===== src/rtl/gpa_defines.vh =====
// register map, field positions, reset values and mode codes for the six-bit port
// included by every design file of the port; definitions only
// Notes on behaviour
// - six pins, upper two bits absent
// - direction one: driver off, pin input
// - direction zero: drive output latch value
// - pin three input only, direction reads one
// - data reads pins, writes go latch
// - writes are read-modify-write into latch
// - pin three reads zero as reset pin
// - direction still governs analog pins
// - analog-selected pins zero to two read zero
// - crystal modes force direction five, four
// - data, direction, config bits seven, six read zero
// - reset sets direction and analog select
`ifndef GPA_DEFINES_VH
`define GPA_DEFINES_VH

`define GPA_ADDR_W 4
`define GPA_ADDR_DATA 4'h0
`define GPA_ADDR_DIR 4'h1
`define GPA_ADDR_ANALOG_PIN_SELECT 4'h2
`define GPA_ADDR_CFG 4'h3

`define GPA_PIN_N 6
`define GPA_PIN_THREE 3
`define GPA_DIR_RESET 6'h3f
`define GPA_ANALOG_PIN_SELECT_RESET 8'hff
`define GPA_LATCH_RESET 6'h00

`define GPA_CFG_OSC_LSB 0
`define GPA_CFG_OSC_MSB 2
`define GPA_CFG_EXTERNAL_RESET_PIN_ENABLE_BIT 3
`define GPA_CFG_RESET 4'h0

`define GPA_OSC_CRYSTAL_LP 3'h0
`define GPA_OSC_CRYSTAL_XT 3'h1
`define GPA_OSC_CRYSTAL_HS 3'h2
`define GPA_OSC_INTERNAL 3'h4

`define GPA_AN_PIN0 0
`define GPA_AN_PIN1 1
`define GPA_AN_PIN2 2
`define GPA_AN_PIN4 3

`endif


===== src/rtl/gpa_pin_sync.v =====
// three-stage synchroniser for the six port pins
// assumes pins are asynchronous to i_ref_clk; output changes once stages two and three agree
`timescale 1ns/100ps
`default_nettype none
`include "gpa_defines.vh"
module gpa_pin_sync (
    input wire i_ref_clk,
    input wire i_rstn,
    input wire [`GPA_PIN_N-1:0] i_pin,
    output reg [`GPA_PIN_N-1:0] o_level
);
    reg [`GPA_PIN_N-1:0] stage1;
    reg [`GPA_PIN_N-1:0] stage2;
    reg [`GPA_PIN_N-1:0] stage3;
    genvar g;

    always @(posedge i_ref_clk) begin
        if (!i_rstn) begin
            stage1 <= 6'h00;
            stage2 <= 6'h00;
            stage3 <= 6'h00;
        end else begin
            stage1 <= i_pin;
            stage2 <= stage1;
            stage3 <= stage2;
        end
    end

    // per-pin agreement filter
    generate
        for (g = 0; g < `GPA_PIN_N; g = g + 1) begin : gen_agree
            always @(posedge i_ref_clk) begin
                if (!i_rstn) begin
                    o_level[g] <= 1'b0;
                end else if (stage2[g] == stage3[g]) begin
                    o_level[g] <= stage3[g];
                end
            end
        end
    endgenerate
endmodule
`default_nettype wire


===== src/rtl/gpa_read_mask.v =====
// digital read path: masks analog-selected pins zero to two and the reset-pin case
// assumes levels are already synchronised; purely combinational
`timescale 1ns/100ps
`default_nettype none
`include "gpa_defines.vh"
module gpa_read_mask (
    input wire [`GPA_PIN_N-1:0] i_level,
    input wire [7:0] i_analog_pin_select,
    input wire i_external_reset_pin_enable,
    output wire [`GPA_PIN_N-1:0] o_digital
);
    wire [`GPA_PIN_N-1:0] analog_pins;

    assign analog_pins = {2'b00, 1'b0, i_analog_pin_select[`GPA_AN_PIN2], i_analog_pin_select[`GPA_AN_PIN1], i_analog_pin_select[`GPA_AN_PIN0]};

    assign o_digital = i_level & ~analog_pins & ~({5'h00, i_external_reset_pin_enable} << `GPA_PIN_THREE);
endmodule
`default_nettype wire


===== src/rtl/gpa_port.v =====
// six-bit general purpose port: direction, output latch, analog select, config
// assumes a single-cycle register port master; pins resolved outside from output enables
`timescale 1ns/100ps
`default_nettype none
`include "gpa_defines.vh"
module gpa_port (
    input wire i_ref_clk,
    input wire i_rstn,
    input wire [`GPA_ADDR_W-1:0] i_addr,
    input wire [7:0] i_wdata,
    input wire i_wr,
    input wire i_rd,
    output reg [7:0] o_rdata,
    input wire [`GPA_PIN_N-1:0] i_pin,
    output reg [`GPA_PIN_N-1:0] o_pin,
    output wire [`GPA_PIN_N-1:0] o_pin_oen,
    output wire [7:0] o_analog_select
);
    reg [`GPA_PIN_N-1:0] out_latch;
    reg [`GPA_PIN_N-1:0] direction;
    reg [7:0] analog_pin_select;
    reg [3:0] config_reg;
    reg [7:0] next_rdata;
    wire [`GPA_PIN_N-1:0] pin_level;
    wire [`GPA_PIN_N-1:0] digital_read;
    wire [`GPA_PIN_N-1:0] dir_view;
    wire [2:0] osc_mode;
    wire external_reset_pin_enable;
    wire crystal_mode;

    function is_crystal;
        input [2:0] mode;
        begin
            is_crystal = (mode == `GPA_OSC_CRYSTAL_LP) || (mode == `GPA_OSC_CRYSTAL_XT) ||
                (mode == `GPA_OSC_CRYSTAL_HS);
        end
    endfunction

    gpa_pin_sync u_sync (
        .i_ref_clk(i_ref_clk),
        .i_rstn(i_rstn),
        .i_pin(i_pin),
        .o_level(pin_level)
    );

    gpa_read_mask u_mask (
        .i_level(pin_level),
        .i_analog_pin_select(analog_pin_select),
        .i_external_reset_pin_enable(external_reset_pin_enable),
        .o_digital(digital_read)
    );

    assign osc_mode = config_reg[`GPA_CFG_OSC_MSB:`GPA_CFG_OSC_LSB];
    assign external_reset_pin_enable = config_reg[`GPA_CFG_EXTERNAL_RESET_PIN_ENABLE_BIT];
    assign crystal_mode = is_crystal(osc_mode);
    assign o_analog_select = analog_pin_select;

    assign dir_view = direction | 6'h08 | (crystal_mode ? 6'h30 : 6'h00);

    // analog pins still under direction
    // active-low enable: low means driving
    assign o_pin_oen = dir_view;

    // drive latch when output
    // a data write reaches the pin in the same cycle as the latch
    always @(posedge i_ref_clk) begin
        if (!i_rstn) begin
            o_pin <= 6'h00;
        end else if (i_wr && i_addr == `GPA_ADDR_DATA) begin
            o_pin <= i_wdata[5:0] & 6'h37;
        end else begin
            o_pin <= out_latch & 6'h37;
        end
    end

    // reset sets direction, analog select
    // latch keeps its content over reset; zero only at first reset of simulation would be arbitrary
    always @(posedge i_ref_clk) begin
        if (!i_rstn) begin
            direction <= `GPA_DIR_RESET;
            analog_pin_select <= `GPA_ANALOG_PIN_SELECT_RESET;
            config_reg <= `GPA_CFG_RESET;
        end else if (i_wr) begin
            case (i_addr)
                `GPA_ADDR_DIR: begin
                    direction <= i_wdata[5:0] | 6'h08;
                end
                `GPA_ADDR_ANALOG_PIN_SELECT: begin
                    analog_pin_select <= i_wdata;
                end
                `GPA_ADDR_CFG: begin
                    config_reg <= i_wdata[3:0];
                end
                default: begin
                    direction <= direction;
                end
            endcase
        end
    end

    // pin levels merged with new data
    // byte write: every writable bit comes from i_wdata, unwritable pin three keeps the read level
    always @(posedge i_ref_clk) begin
        if (i_wr && i_addr == `GPA_ADDR_DATA) begin
            out_latch <= (i_wdata[5:0] & 6'h37) | (digital_read & 6'h08);
        end
    end

    always @* begin
        next_rdata = 8'h00;
        case (i_addr)
            `GPA_ADDR_DATA: next_rdata = {2'b00, digital_read};
            `GPA_ADDR_DIR: next_rdata = {2'b00, dir_view};
            `GPA_ADDR_ANALOG_PIN_SELECT: next_rdata = analog_pin_select;
            `GPA_ADDR_CFG: next_rdata = {4'h0, config_reg};
            default: next_rdata = 8'h00;
        endcase
    end

    always @(posedge i_ref_clk) begin
        if (!i_rstn) begin
            o_rdata <= 8'h00;
        end else if (i_rd) begin
            o_rdata <= next_rdata;
        end else begin
            o_rdata <= 8'h00;
        end
    end
endmodule
`default_nettype wire


===== config.mk =====
export PLATFORM = sky130hd
export DESIGN_NAME = gpa_port
export DESIGN_NICKNAME = d
export VERILOG_FILES = /design/src/rtl/gpa_pin_sync.v /design/src/rtl/gpa_read_mask.v /design/src/rtl/gpa_port.v
export VERILOG_INCLUDE_DIRS = /design/src /design/src/rtl
export SDC_FILE = /design/constraint.sdc
export NUM_CORES = 1
export LEC_CHECK = 0
export BUFFER_PORTS_ARGS = -buffer_cell sky130_fd_sc_hd__buf_2
export CORE_UTILIZATION = 35
export DETAILED_ROUTE_END_ITERATION = 10
export PLACE_DENSITY_LB_ADDON = 0.15
export SLEW_MARGIN = 20
export SYNTH_ARGS = -nofsm -noshare
export SYNTH_HDL_FRONTEND = slang
export SYNTH_SLANG_ARGS = --single-unit
export TNS_END_PERCENT = 5

===== constraint.sdc =====
create_clock -name i_ref_clk -period 3.4 [get_ports i_ref_clk]
set_input_delay 0.34 -clock i_ref_clk [delete_from_list [all_inputs] [get_ports i_ref_clk]]
set_output_delay 0.34 -clock i_ref_clk [all_outputs]
set_load 0.02 [all_outputs]

==> metrics.md <==
| Metric | Value |
|---|---|
| Crit path DAT | `between 1000 and 1500 ps` |
| Post-cts resize count | `0` |
| Initial Util | `0.361` |
| DRC | `2` |
| DPL Wire Length | `3260 um` |
| Seq/Total Area, Yosys | `0.538` |
| Routed WL | `between 4000 and 5000 um` |
| Hold Violations, Final | `0` |
| PortBufs | `47` |
| Top Ports | `50` |
| Cells after DPL | `333` |
| Fin cells | `between 300 and 400` |
| Post-synth EDFFs | `5` |
| # rows | `29` |
| Vias per cell | `just under 5` |
| Share of total power in combinational logic | `0.065` |
| Initial antenna violation count | `0` |
| H-Tree Depth | `3` |
| Sw frac | `0.224` |
| Async S/R FF share, synth | `0` |
| Clk buf depth | `2` |
| Gpl congestion | `~0.75` |
| Vias in the first global route | `~1600` |
| Final ANT Viol Nets | `0` |
| Clock share of power | `0.453` |
| Mapped cell area | `around 2300 um2` |
| Max Cap Viol | `0` |
| Unrepaired setup endpoints after global routing | `no` |
| Die height | `82.9 um` |
| Mean Syn Cell Area | `around 10 um2` |
| Antenna Cells | `0` |
| Die Span X | `between 80 and 90 um` |
| Part of the power in registers | `0.483` |
| Final nets | `slightly below 300` |
| Initial DRC count | `88` |
| Largest net degree at the start of global routing | `49` |
| Core area | `6350 um2` |
| Number of synthesized register bits | `between 50 and 60` |
| Root Buffer | `clkbuf_8` |
| Final worst path period share | `0.483` |
| Critical path required time | `roughly 3100 ps` |
| Avg WL per Cell | `14.3 um` |
| Sum of negative setup slack | `0 ps` |
| Critical path capture point type | `primary output` |
| Hold buffer count at cts | `0` |
| Worst IR Drop VDD | `between 0.3 and 0.4 mV` |
| Die ar. | `6870 um2` |
| First-pass GRT wire length | `8310 um` |
| Psw | `roughly 340 uW` |
| Pre-antenna DRT Iters | `7` |
| CTS tree | `built` |
| FMAX | `a little over 0.6 GHz` |
| Mapped Cells | `between 200 and 250` |
| Final Util | `0.420` |
| Max Slew Vio Count | `0` |
| CP startpoint kind | `register` |
| Int Power | `1160 uW` |
| Clock latency on the worst-skew pair | `about 340 ps` |
| Failing checks | `design-rule violations` |
| CTS Buf Count | `9` |
| Final setup violation count | `0` |
| Top FF cell, synth | `dfxtp_1` |
| Post-CTS setup buffers | `0` |
| Layout cells sized above 1 | `0.272` |
| Yosys warns | `0` |
| Syn Nets | `approximately 250` |
| Distinct cells, synth | `32` |
| Leak | `roughly 0.001 uW` |
| DR vias | `1730` |
| Post-layout minimum cycle time | `between 1500 and 2000 ps` |
| Slew HR | `0.514` |
| Status | `finished, violations left` |
| CTS sink count | `59` |
| CP max FO | `4` |
| Grt ovf | `0` |
| Clock skew | `around 6.8 ps` |
| Layout area overhead | `16.5%` |
| CP Class | `register to primary output` |
| Hold Path Class | `input pin to register` |
| Worst-path clk slew | `around 70 ps` |
| Power density cells | `563 nW/um2` |
| Worst Tran Pin Value | `~730 ps` |
| Overall global routing resource usage | `0.157` |
## final timing paths
path                                                  start                           to  slack, ps  cells past startpoint
worst min register to register  u_sync.stage1[5]$_SDFF_PN0_  u_sync.stage2[5]$_SDFF_PN0_        430                      1
worst max-delay path             config_reg[1]$_SDFFE_PN0P_                 o_pin_oen[4]       1760                      3
worst max register to register   config_reg[1]$_SDFFE_PN0P_        o_rdata[5]$_SDFF_PN0_       2370                      3
worst min-delay path                               i_pin[0]  u_sync.stage1[0]$_SDFF_PN0_        200                      2
## kinds of logic (layout without fill, tap and decap cells)
logic type      after synthesis  after routing  share of synthesized area
other cells                   2              2                    0.00328
flops                        59             59                      0.538
mux                           5              5                     0.0235
buf+inv                      20             65                     0.0754
compound gates               57             57                      0.147
simple gates                 84             84                      0.213
## critical path, stage by stage, from the launching register on
cell and delay (ps):
dfxtp_1 370, a21oi_1 140, or2_2 300, buf_2 160
## power by group through the flow
stage               clock network [uW]  logic, uW  registers (uW)
finish                             680       96.9             725
global route                       736        107             727
CTS                                702       97.9             725
detailed placement                   0       97.5             741
global placement                     0       97.6             741
floorplan                            0       67.0             746
## routing by layer
metal  vias up  routed length, um  global-route usage  part of all wire
met2        56               2280               0.235              0.46
met5         -                  0                   0                 0
met4         0                 81              0.0752             0.016
met3         7                299              0.0527             0.060
met1       796               2340               0.204              0.47
li1        871                  -                   -                 -
## Yosys cell counts (4+ instances only)
cell type | instances | area [um2]
clkbuf_8 | 4 | 55.1
a21boi_1 | 9 | 67.6
nand2_1 | 7 | 26.3
o21ai_0 | 11 | 55.1
nand3_1 | 32 | 160
edfxtp_1 | 5 | 150
nand4_1 | 4 | 25.0
buf_4 | 7 | 52.6
buf_6 | 4 | 45.0
nor2_1 | 4 | 15.0
a21boi_0 | 6 | 45.0
or2_2 | 5 | 31.3
and2_1 | 18 | 113
dfxtp_1 | 54 | 1080
a21oi_1 | 7 | 35.0
o21ai_1 | 20 | 100
## cell type report
cell class              instances  area [um2]
well taps                      77        96.3
clock buffers                  11         131
repair buffers                 48         243
fillers                       621        3680
clock inverters                 5        76.3
inverters                       1        3.75
multi-input cells             148         886
flip-flops and latches         59        1230
## layout by cell type, fill, tap and decap left out, types with 3 or more instances in the layout
cell	count
a21boi_1	9
nand2_1	7
o21ai_1	20
o21ai_0	11
edfxtp_1	5
nor2_1	4
dfxtp_1	54
and3_1	3
buf_2	47
and2_1	18
a32oi_1	3
nand3b_1	3
nand4_1	4
mux2_2	3
nand3_1	32
clkbuf_8	9
a21oi_1	7
or2_2	5
a21boi_0	6
## per-stage QoR
step	setup WS, ps	cell area, um2	power [uW]	hold slack, ps
after floorplan	1900	2290	813	412
after global placement	1650	2460	838	416
after detailed placement	1660	2460	838	419
after CTS	1730	2670	1530	188
after global routing	1670	2670	1570	193
final	1760	2670	1500	205
Power figures use the tool's default switching activity.
